$ cat config.mk
export PLATFORM = sky130hd
export DESIGN_NAME = shs_sequencer
export DESIGN_NICKNAME = d
export VERILOG_FILES = /design/src/rtl/shs_sequencer.v /design/src/rtl/shs_sync2.v
export VERILOG_INCLUDE_DIRS = /design/src /design/src/common
export SDC_FILE = /design/constraint.sdc
export NUM_CORES = 1
export LEC_CHECK = 0
export BUFFER_PORTS_ARGS = -buffer_cell sky130_fd_sc_hd__buf_4
export CORE_UTILIZATION = 50
export DETAILED_ROUTE_END_ITERATION = 16
export PLACE_DENSITY = 0.86
export SYNTH_ARGS = -nofsm -noshare
export SYNTH_HDL_FRONTEND = slang
export SYNTH_SLANG_ARGS = --single-unit
export TNS_END_PERCENT = 5
$ cat constraint.sdc
create_clock -name clk -period 6.5 [get_ports clk]
set_clock_uncertainty 0.2 [all_clocks]
set_input_delay 1.3 -clock clk [delete_from_list [all_inputs] [get_ports clk]]
set_output_delay 1.3 -clock clk [all_outputs]
set_load 0.01 [all_outputs]
$ cat src/common/shs_defines.vh
// Constants for the servo homing sequencer
`ifndef SHS_DEFINES_VH
`define SHS_DEFINES_VH

// Clock rate in MHz
`define SHS_CLK_MHZ 25
// Positioning-done pulse length after a home preset, in microseconds
`define SHS_POSITIONING_DONE_OUTPUT_PULSE_US 100
// Width of the pulse counter
`define SHS_CNT_W 12

// Point select and current point widths
`define SHS_POINT_W 6
// Homing error code for a rejected type or a zero setting
`define SHS_ERR_HOMING 8'h44
// Error code shown while no error is pending
`define SHS_ERR_NONE 8'h00

// Absolute encoder settings that complete homing at power-on
`define SHS_ABS_SET_A 2'h0
`define SHS_ABS_SET_B 2'h2
// Homing skip setting value meaning homing not required
`define SHS_SKIP_ON 1'b1
// Control mode value for full-closed control
`define SHS_MODE_FULL_CLOSED 1'b1
// Output select value choosing the decelerating signal
`define SHS_OUT_SEL_DECEL 1'b1

// Homing types
`define SHS_HT_SENS_FRONT_Z 3'h0
`define SHS_HT_SENS_FRONT 3'h1
`define SHS_HT_SENS_REAR_Z 3'h2
`define SHS_HT_LIMIT_Z 3'h3
`define SHS_HT_LIMIT 3'h4
`define SHS_HT_Z_ONLY 3'h5
`define SHS_HT_BUMP 3'h6
`define SHS_HT_DATA_SET 3'h7

// Point count selection codes
`define SHS_PCS_8 2'h0
`define SHS_PCS_16 2'h1
`define SHS_PCS_32 2'h2
`define SHS_PCS_64 2'h3

`endif

$ cat src/rtl/shs_sequencer.v
// Homing state and point/strobe handshake sequencer of a servo driver
//
// Functional notes
// Absolute setting 0 or 2: complete at power-on
// Skip setting 1: complete, load home offset
// Absolute homing saves home position to memory
// Alarm clears completion outside power-on cases
// Start clears completion; normal finish sets it
// Interrupted homing leaves completion cleared
// Tuning or response measurement clears completion
// Homing type 0 to 7 decoded
// Full-closed rejects index types with 68
// Highest point number means homing command
// Host holds points 10 ms before strobe; the host model holds them 40 clocks (1.6 us at 25 MHz)
// Busy transistor off while executing
// Host opens strobe once execution seen
// Busy stays off until strobe opens
// Busy back on signals completion
// Successful homing drives all position outputs on
// Position outputs updated within 10 ms
// Shared output picks done or decelerating
// Home preset pulses positioning done briefly
// Same handshake for every homing type
// Zero speed or ramp trips with 68
// Power-on clears completion unless an absolute or skip case
`timescale 1ns/1ps
`include "shs_defines.vh"
module shs_sequencer (
    input wire clk,
    input wire rstn,
    // Pins from the host controller, closed contact reads 1
    input wire [`SHS_POINT_W-1:0] point_select_inputs,
    input wire command_strobe_input,
    // Configuration settings
    input wire [1:0] absolute_encoder_setting,
    input wire abs_encoder_present,
    input wire homing_skip_setting,
    input wire [31:0] home_offset_value,
    input wire [2:0] homing_type_select,
    input wire control_mode_select,
    input wire [12:0] homing_speed_fast,
    input wire [12:0] homing_speed_slow,
    input wire [11:0] homing_accel_setting,
    input wire [11:0] homing_decel_setting,
    input wire homing_direction_setting,
    input wire [1:0] point_count_select,
    input wire output_signal_select,
    // Status from the motion engine, same clock
    input wire home_detected,
    input wire homing_finished,
    input wire point_op_done,
    input wire stop_request,
    input wire servo_off,
    input wire trip,
    input wire alarm_active,
    input wire tuning_done,
    input wire in_position,
    input wire decelerating,
    input wire [31:0] abs_position,
    // Commands to the motion engine
    output wire homing_run,
    output reg [2:0] homing_type_reg,
    output reg homing_dir_reg,
    output reg point_op_start_reg,
    output reg [`SHS_POINT_W-1:0] point_op_num_reg,
    output reg position_preset_reg,
    output reg [31:0] position_preset_value_reg,
    output reg nvm_write_reg,
    output reg [31:0] nvm_data_reg,
    output reg homing_trip_reg,
    output reg [7:0] error_code_reg,
    // Pins to the host and status
    output wire busy_output_on,
    output reg [`SHS_POINT_W-1:0] current_point_outputs,
    output wire shared_status_output,
    output reg homing_complete_reg
);
    // Sequencer states
    localparam ST_INIT = 3'd0;
    localparam ST_IDLE = 3'd1;
    localparam ST_HOME = 3'd2;
    localparam ST_OP = 3'd3;
    localparam ST_HOLD = 3'd4;

    localparam integer POSITIONING_DONE_OUTPUT_PULSE_INT = `SHS_POSITIONING_DONE_OUTPUT_PULSE_US * `SHS_CLK_MHZ;
    localparam [`SHS_CNT_W-1:0] POSITIONING_DONE_OUTPUT_PULSE_CYCLES =
        POSITIONING_DONE_OUTPUT_PULSE_INT[`SHS_CNT_W-1:0];

    // True for homing types that need the index pulse
    function index_type;
        input [2:0] t;
        begin
            index_type = (t == `SHS_HT_SENS_FRONT_Z) ||
                         (t == `SHS_HT_SENS_REAR_Z) ||
                         (t == `SHS_HT_LIMIT_Z) ||
                         (t == `SHS_HT_Z_ONLY);
        end
    endfunction

    // Highest point number for a point count selection
    function [`SHS_POINT_W-1:0] max_point;
        input [1:0] sel;
        begin
            case (sel)
                `SHS_PCS_8: max_point = 6'h07;
                `SHS_PCS_16: max_point = 6'h0F;
                `SHS_PCS_32: max_point = 6'h1F;
                default: max_point = 6'h3F;
            endcase
        end
    endfunction

    reg rst_meta_reg;
    reg rst_sync_reg;
    wire rst_n;
    wire [`SHS_POINT_W-1:0] points_s;
    wire strobe_s;
    reg strobe_d_reg;
    wire strobe_rise;
    reg [2:0] state_reg;
    reg [2:0] state_next;
    reg [`SHS_CNT_W-1:0] positioning_done_output_cnt_reg;
    wire abs_case;
    wire power_on_case;
    wire home_cmd;
    wire type_reject;
    wire zero_setting;
    wire home_abort;
    reg homing_run_done_reg;
    reg op_ok_reg;

    // Reset released through two flops
    always @(posedge clk or negedge rstn) begin
        if (!rstn) begin
            rst_meta_reg <= 1'b0;
            rst_sync_reg <= 1'b0;
        end else begin
            rst_meta_reg <= 1'b1;
            rst_sync_reg <= rst_meta_reg;
        end
    end
    assign rst_n = rst_sync_reg;

    // Pin inputs pass two flops before use
    shs_sync2 #(
        .WIDTH(`SHS_POINT_W + 1)
    ) u_pin_sync (
        .clk(clk),
        .rst_n(rst_n),
        .din({command_strobe_input, point_select_inputs}),
        .dout({strobe_s, points_s})
    );

    // Strobe closing edge starts an operation
    always @(posedge clk or negedge rst_n) begin
        if (!rst_n) begin
            strobe_d_reg <= 1'b0;
        end else begin
            strobe_d_reg <= strobe_s;
        end
    end
    assign strobe_rise = strobe_s & ~strobe_d_reg;

    // Power-on completion cases
    assign abs_case = abs_encoder_present &&
        ((absolute_encoder_setting == `SHS_ABS_SET_A) ||
         (absolute_encoder_setting == `SHS_ABS_SET_B));
    assign power_on_case = abs_case ||
        (homing_skip_setting == `SHS_SKIP_ON);

    // Command decode and homing checks
    assign home_cmd =
        (points_s == max_point(point_count_select));
    assign type_reject =
        (control_mode_select == `SHS_MODE_FULL_CLOSED) &&
        index_type(homing_type_select);
    assign zero_setting = (homing_speed_fast == 13'h0000) ||
                          (homing_speed_slow == 13'h0000) ||
                          (homing_accel_setting == 12'h000) ||
                          (homing_decel_setting == 12'h000);
    assign home_abort = stop_request | servo_off | trip |
                        alarm_active;

    // Next state; every homing type follows one path
    always @* begin
        state_next = state_reg;
        case (state_reg)
            ST_INIT: begin
                state_next = ST_IDLE;
            end
            ST_IDLE: begin
                if (strobe_rise && !alarm_active) begin
                    if (!home_cmd) begin
                        state_next = ST_OP;
                    end else if (type_reject || zero_setting) begin
                        state_next = ST_HOLD;
                    end else begin
                        state_next = ST_HOME;
                    end
                end
            end
            ST_HOME: begin
                if (home_abort || homing_finished) begin
                    state_next = ST_HOLD;
                end
            end
            ST_OP: begin
                if (home_abort || point_op_done) begin
                    state_next = ST_HOLD;
                end
            end
            ST_HOLD: begin
                if (!strobe_s) begin
                    state_next = ST_IDLE;
                end
            end
            default: begin
                state_next = ST_IDLE;
            end
        endcase
    end

    // State register
    always @(posedge clk or negedge rst_n) begin
        if (!rst_n) begin
            state_reg <= ST_INIT;
        end else begin
            state_reg <= state_next;
        end
    end

    // Busy transistor is on only while idle
    assign busy_output_on = (state_reg == ST_IDLE);
    assign homing_run = (state_reg == ST_HOME);

    // Homing complete flag
    always @(posedge clk or negedge rst_n) begin
        if (!rst_n) begin
            homing_complete_reg <= 1'b0;
        end else if (state_reg == ST_INIT) begin
            homing_complete_reg <= power_on_case;
        end else if (state_reg == ST_HOME) begin
            if (home_abort) begin
                homing_complete_reg <= 1'b0;
            end else if (homing_finished) begin
                homing_complete_reg <= 1'b1;
            end
        end else if (state_reg == ST_IDLE && strobe_rise &&
                     home_cmd && !alarm_active) begin
            homing_complete_reg <= 1'b0;
        end else if (tuning_done) begin
            homing_complete_reg <= 1'b0;
        end else if (alarm_active && !power_on_case) begin
            homing_complete_reg <= 1'b0;
        end
    end

    // Latch homing type and direction at the start of a run
    always @(posedge clk or negedge rst_n) begin
        if (!rst_n) begin
            homing_type_reg <= `SHS_HT_SENS_FRONT_Z;
            homing_dir_reg <= 1'b0;
        end else if (state_reg == ST_IDLE && strobe_rise) begin
            homing_type_reg <= homing_type_select;
            homing_dir_reg <= homing_direction_setting;
        end
    end

    // Point operation start pulse and number
    always @(posedge clk or negedge rst_n) begin
        if (!rst_n) begin
            point_op_start_reg <= 1'b0;
            point_op_num_reg <= 6'h00;
        end else begin
            point_op_start_reg <= (state_reg == ST_IDLE) &&
                                  (state_next == ST_OP);
            if (state_reg == ST_IDLE && strobe_rise) begin
                point_op_num_reg <= points_s;
            end
        end
    end

    // Error reporting and trip request for rejected homing
    always @(posedge clk or negedge rst_n) begin
        if (!rst_n) begin
            homing_trip_reg <= 1'b0;
            error_code_reg <= `SHS_ERR_NONE;
        end else begin
            homing_trip_reg <= 1'b0;
            if (state_reg == ST_IDLE && strobe_rise && home_cmd &&
                !alarm_active && (type_reject || zero_setting)) begin
                homing_trip_reg <= 1'b1;
                error_code_reg <= `SHS_ERR_HOMING;
            end else if (!alarm_active && !trip &&
                         state_reg == ST_IDLE && strobe_rise) begin
                error_code_reg <= `SHS_ERR_NONE;
            end
        end
    end

    // Position preset at power-on skip and at home detection
    always @(posedge clk or negedge rst_n) begin
        if (!rst_n) begin
            position_preset_reg <= 1'b0;
            position_preset_value_reg <= 32'h0000_0000;
        end else begin
            position_preset_reg <= 1'b0;
            if (state_reg == ST_INIT &&
                homing_skip_setting == `SHS_SKIP_ON) begin
                position_preset_reg <= 1'b1;
                position_preset_value_reg <= home_offset_value;
            end else if (state_reg == ST_HOME && home_detected &&
                         !home_abort) begin
                position_preset_reg <= 1'b1;
                position_preset_value_reg <= home_offset_value;
            end
        end
    end

    // Save the absolute home position on a normal finish
    always @(posedge clk or negedge rst_n) begin
        if (!rst_n) begin
            nvm_write_reg <= 1'b0;
            nvm_data_reg <= 32'h0000_0000;
        end else begin
            nvm_write_reg <= 1'b0;
            if (state_reg == ST_HOME && homing_finished &&
                !home_abort && abs_case) begin
                nvm_write_reg <= 1'b1;
                nvm_data_reg <= abs_position;
            end
        end
    end

    // Current point outputs change as busy returns on
    always @(posedge clk or negedge rst_n) begin
        if (!rst_n) begin
            current_point_outputs <= 6'h00;
        end else if (state_reg == ST_HOLD && state_next == ST_IDLE) begin
            if (homing_complete_reg && homing_run_done_reg) begin
                current_point_outputs <= 6'h3F;
            end else if (op_ok_reg) begin
                current_point_outputs <= point_op_num_reg;
            end
        end
    end

    // Remember how the last operation ended
    always @(posedge clk or negedge rst_n) begin
        if (!rst_n) begin
            homing_run_done_reg <= 1'b0;
            op_ok_reg <= 1'b0;
        end else if (state_reg == ST_IDLE) begin
            homing_run_done_reg <= 1'b0;
            op_ok_reg <= 1'b0;
        end else if (state_reg == ST_HOME) begin
            homing_run_done_reg <= homing_finished && !home_abort;
        end else if (state_reg == ST_OP) begin
            op_ok_reg <= point_op_done && !home_abort;
        end
    end

    // Positioning-done pulse after a home preset
    always @(posedge clk or negedge rst_n) begin
        if (!rst_n) begin
            positioning_done_output_cnt_reg <= 12'h000;
        end else if (state_reg == ST_HOME && home_detected &&
                     !home_abort) begin
            positioning_done_output_cnt_reg <= POSITIONING_DONE_OUTPUT_PULSE_CYCLES;
        end else if (positioning_done_output_cnt_reg != 12'h000) begin
            positioning_done_output_cnt_reg <= positioning_done_output_cnt_reg - 12'h001;
        end
    end

    // Shared output selects done or decelerating
    assign shared_status_output =
        (output_signal_select == `SHS_OUT_SEL_DECEL) ? decelerating :
        ((positioning_done_output_cnt_reg != 12'h000) | in_position);

endmodule

$ cat src/rtl/shs_sync2.v
// Two-stage synchroniser for a group of pin inputs
`timescale 1ns/1ps
module shs_sync2 #(
    parameter WIDTH = 1
) (
    input wire clk,
    input wire rst_n,
    input wire [WIDTH-1:0] din,
    output wire [WIDTH-1:0] dout
);
    genvar i;
    // One two-flop chain per bit; the first stage feeds only the second
    generate
        for (i = 0; i < WIDTH; i = i + 1) begin : g_bit
            reg meta_reg;
            reg sync_reg;
            always @(posedge clk or negedge rst_n) begin
                if (!rst_n) begin
                    meta_reg <= 1'b0;
                    sync_reg <= 1'b0;
                end else begin
                    meta_reg <= din[i];
                    sync_reg <= meta_reg;
                end
            end
            assign dout[i] = sync_reg;
        end
    endgenerate
endmodule

-- Yosys cells after proc, flatten, opt, wreduce, memory -nomap -nowiden
Cells that the tools add are included.
- word-level logic and storage cells: 144
- flip-flop bits (word level): 127
- add/subtract/negate cells: 1
- multiplexer cells: 33
- equality and inequality tests: 15
- bitwise gates (word level): 6
- reduce and logical (&&, ||, !) cells: 56
- operators by type and width (cell ; number):
    $mux 32 ; 2
    $logic_not 13->1 ; 2
    $logic_not 12->1 ; 2
    $mux 12 ; 2
    $logic_and 1x1->1 ; 22
    $mux 3 ; 6
    $pmux 6 s3 ; 1
    $mux 1 ; 17
    $mux 8 ; 2
    $eq 3x2->1 const B ; 5
    $mux 6 ; 2
    $pmux 3 s4 ; 1
    $reduce_bool 12->1 ; 1
    $reduce_bool 2->1 ; 6
    $sub 12x1->12 const B ; 1
    $logic_or 1x1->1 ; 11
    $eq 3x1->1 const B ; 2
    $eq 3x3->1 const B ; 2
    $eq 6x6->1 ; 1
    $logic_not 3->1 ; 2
    $reduce_and 2->1 ; 3
    $reduce_bool 5->1 ; 1
    $eq 2x2->1 const B ; 2
    $logic_not 1->1 ; 4
    7 further kinds ; 11

-- Depth between registers and ports, before layout
- depth after elaboration: 13
- gate-level depth with buffers: 7

-- By module
A second synthesis with hierarchy kept.
- cell total of the unflattened synthesis: 383
- area total of the unflattened synthesis: 5102.4 um^2
- modules (own cells, without submodules) (module ; sequential area each (um^2) ; area an instance (um^2) ; cells an instance ; times used):
    shs_sequencer ; 2652.5 ; 4699.5 ; 362 ; 1
    shs_sync2 ; 350.3 ; 402.9 ; 21 ; 1

-- Worst setup path before layout
OpenSTA, ideal clock, no wires.
- path kind: input-to-output
- start point: input in_position
- end point: output shared_status_output
- setup slack: 3.449 ns
- required time: 5.000 ns
- stages on the path: 2
- arrival: 1.551 ns
- path buffers: 0
- cell sequence: nor3_1 > a21oi_1
- word-level cells in the longest chain between the ends: 2
- RTL lines (item ; line ; RTL):
    start: declaration ; shs_sequencer.v:57 ; input wire in_position,
    $or 1x1->1 ; shs_sequencer.v:378 ; ((positioning_done_output_cnt_reg != 12'h000) | in_position);
    $mux 1 ; shs_sequencer.v:377 ; (output_signal_select == `SHS_OUT_SEL_DECEL) ? decelerating :
    end: declaration ; shs_sequencer.v:75 ; output wire shared_status_output,
Every way passes these cells.

-- Worst setup path after layout
- start point: register positioning_done_output_cnt_reg[0]
- end point: output shared_status_output
- word-level cells in the longest chain between the ends: 3
- RTL lines (item ; line ; RTL):
    start: declaration ; shs_sequencer.v:122 ; reg [`SHS_CNT_W-1:0] positioning_done_output_cnt_reg;
    start signal: assignment ; shs_sequencer.v:371 ; positioning_done_output_cnt_reg <= positioning_done_output_cnt_reg - 12'h001;
    $reduce_bool 12->1 ; shs_sequencer.v:378 ;
    $or 1x1->1 ; shs_sequencer.v:378 ;
    $mux 1 ; shs_sequencer.v:377 ;
Every way passes these cells.

==> results.md <==
- GRT Total Usage: roughly 28%
- Clock root buffer: clkbuf_8
- Endpoints failing hold: 0
- Longest Clk Path Bufs: 2
- Footprint of the multi-input gates: 1760 um2
- Min cycle time layout: 3.97 ns
- Initial core utilization: 52.6%
- TritonCTS Buffers: 17
- Commonest cells after routing, fill and taps aside: buf_4, dfrtp_1, nand2_1
- Worst Setup SP: positioning_done_output_cnt_reg[0]
- Syn Area/Cell: around 11 um2
- Status: completed
- Async S/R FF share, synth: 100%
- Slew Viols, Final: 0
- CTS resizes: 0
- Largest net degree at the start of global routing: 66
- Final antenna-violating net count: 0
- Placed cell area: 6750 um2
- Crit-path cells: inv_1, ha_1, nor3b_1, nand4_2, nor3_1, a21oi_1, buf_4
- Nets: 830
- Synth Instances: approximately 450
- Worst R2R Path Depth: 5
- # IOs: 241
- Post-DR vias/cell: 5.24
- Worst Setup End Kind: output port
- CP max FO: 8
- FP Rows: 35
- Detail Placement HPWL: 10.4 mm
- Worst Hold Path EP: u_pin_sync.g_bit[0].sync_reg
- HP Start: u_pin_sync.g_bit[0].meta_reg
- Worst slew pin tran: 1.09 ns
- Vias in the first global route: 4487
- Die width: 101 um
- Seq/Total Area, Yosys: between 60% and 70%
- Post-route cell area: around 7400 um2
- Fill count: 599
- Post-synth EDFFs: 0
- Place WS: 2.51 ns
- DR iter-0 viols: around 230
- Worst r2r dst: nvm_data_reg[23]
- Synthesized flop and latch total: 120
- RSZ-0062 raised after global routing: no
- Setup CP Type: reg2out
- Hold Path Class: reg2reg
- Gpl congestion: 0.839
- CTS hold repair buffers: 0
- TritonCTS clock tree: yes
- Fraction of layout cells with a size suffix above 1: 45.3%
- Post-Syn Area: a little under 5000 um2
- I/O Buffers: 233
- CTS sink cnt: 120
- Crit path buffers/inverters: 2
- Pwr per Cell Area: 375 nW/um2
- H-tree levels: 4
- Vias: 4332
- CP max stage delay: approximately 0.48 ns
- CP delay by family, top: simple AND/OR/NAND/NOR gates
- Synth-to-Final Area Change: 49.5%
- Die H: around 100 um
- Hold Slack: roughly 0.15 ns
- Worst VDD drop: 0.304 mV
- Final wirelength: 14.3 mm
- Area of the die: 10300 um2
- Setup TNS: 0 ns
- N_diodes: 0
- Arr. time, crit path: 2.47 ns
- Flop-to-flop setup slack: 3.36 ns
- Wirelength per Cell: 17.3 um
- GR Overflow Total: 0
- Antenna violations before repair: 0
- Most used flip-flop cell after synthesis: dfrtp_1
- Tcrit/Tclk final: 61.0%
- Distinct cell type count of the synthesized netlist: 45
- Clock Pin Slew Worst Setup and Hold Paths: 0.06 ns
- Commonest non-fill, non-tap cell in the layout: buf_4
- Reg-to-reg startpoint: state_reg[1]
- Worst skew pair latency: ~0.50 ns
- Fmax: between 200 and 300 MHz
- Post-CTS Setup Bufs: 0
- Headroom to the max-slew limit: about a quarter
- Remaining DRCs: 0
- Leak: 0.00375 uW
- Startpoint types: flop
- Setup WS post-layout: 2.53 ns
- Critical path required time: 5.00 ns
- Overall Power: 2780 uW
- Max Cap Violations: 0
- First-pass GRT wire length: 21.0 mm
- Seq. cell area: 3010 um2
- Hold depth: 0
- CP max-delay cell: nor3b_1
- Drt pass-1 iters: 5
- Final setup violating endpoints: 0
- Yosys warnings: 0
- Core area: 9420 um2
-- routing by layer --
layer	GRT usage [%]	vias to the layer above	wire [um]
met5	0	-	0
met4	13.2	0	389
met3	9.87	30	1290
met2	52.8	234	7850
met1	26.7	2090	4750
li1	-	1978	-
-- cell usage after synthesis, types with 2 or more instances --
cell type,count,share of area [%]
dfrtp_1,120,61
nand2_1,112,8.5
mux2_2,40,9.1
nor2_1,27,2.0
a21oi_1,20,2.0
inv_1,11,0.83
nor4_1,11,1.4
nand3_1,10,1.0
nor3_1,9,0.91
o21ai_0,9,0.91
buf_4,8,1.2
buf_2,7,0.71
clkbuf_1,7,0.53
xor2_1,6,1.1
nand4_1,4,0.51
xnor2_1,4,0.71
a211oi_1,3,0.46
buf_6,3,0.68
nand2b_1,3,0.38
nor3b_1,3,0.46
and3_1,2,0.25
conb_1,2,0.15
mux2_1,2,0.46
nand3b_1,2,0.30
nand4_2,2,0.51
nor2b_1,2,0.25
or4_1,2,0.30
-- worst max path at each step --
stage | to | slack (ns) | cells past startpoint
3_5_place_dp | nvm_data_reg[15] | 2.51 | 7
3_3_place_gp | nvm_data_reg[1] | 2.60 | 7
2_1_floorplan | current_point_outputs[0] | 2.71 | 0
4_1_cts | shared_status_output | 2.51 | 7
5_1_grt | shared_status_output | 2.36 | 7
6_report | shared_status_output | 2.53 | 7
-- per-stage QoR --
| stage | utilization (%) | cells |
|---|---|---|
| floorplan | - | 454 |
| global placement | 71.7 | 794 |
| detailed placement | 71.7 | 794 |
| CTS | 78.6 | 826 |
| global route | 78.6 | 826 |
| finish | 78.6 | 826 |
-- kinds of logic (layout without fill, tap and decap cells) --
logic type | count (synthesis) | count (layout) | synth area share (%)
compound gates | 43 | 43 | 5.51
xor+xnor | 10 | 10 | 1.77
fa+ha+maj | 1 | 1 | 0.253
buf+inv | 37 | 280 | 4.05
flops | 120 | 120 | 60.7
mux | 42 | 42 | 9.56
other cells | 2 | 7 | 0.152
simple gates | 194 | 194 | 18.0
-- where the power goes --
group | switching, uW | internal, uW
clock | 346 | 676
combinational | 297 | 399
sequential | 138 | 921
total | 781 | 1990
-- cell type report --
class,instances,area share (%)
sequential,120,40.6
multi-input combinational,297,23.8
clock buffer,18,5.78
timing repair buffer,236,24.0
tap,129,2.18
clock inverter,14,2.98
inverter,12,0.609
Power figures use the tool's default switching activity.
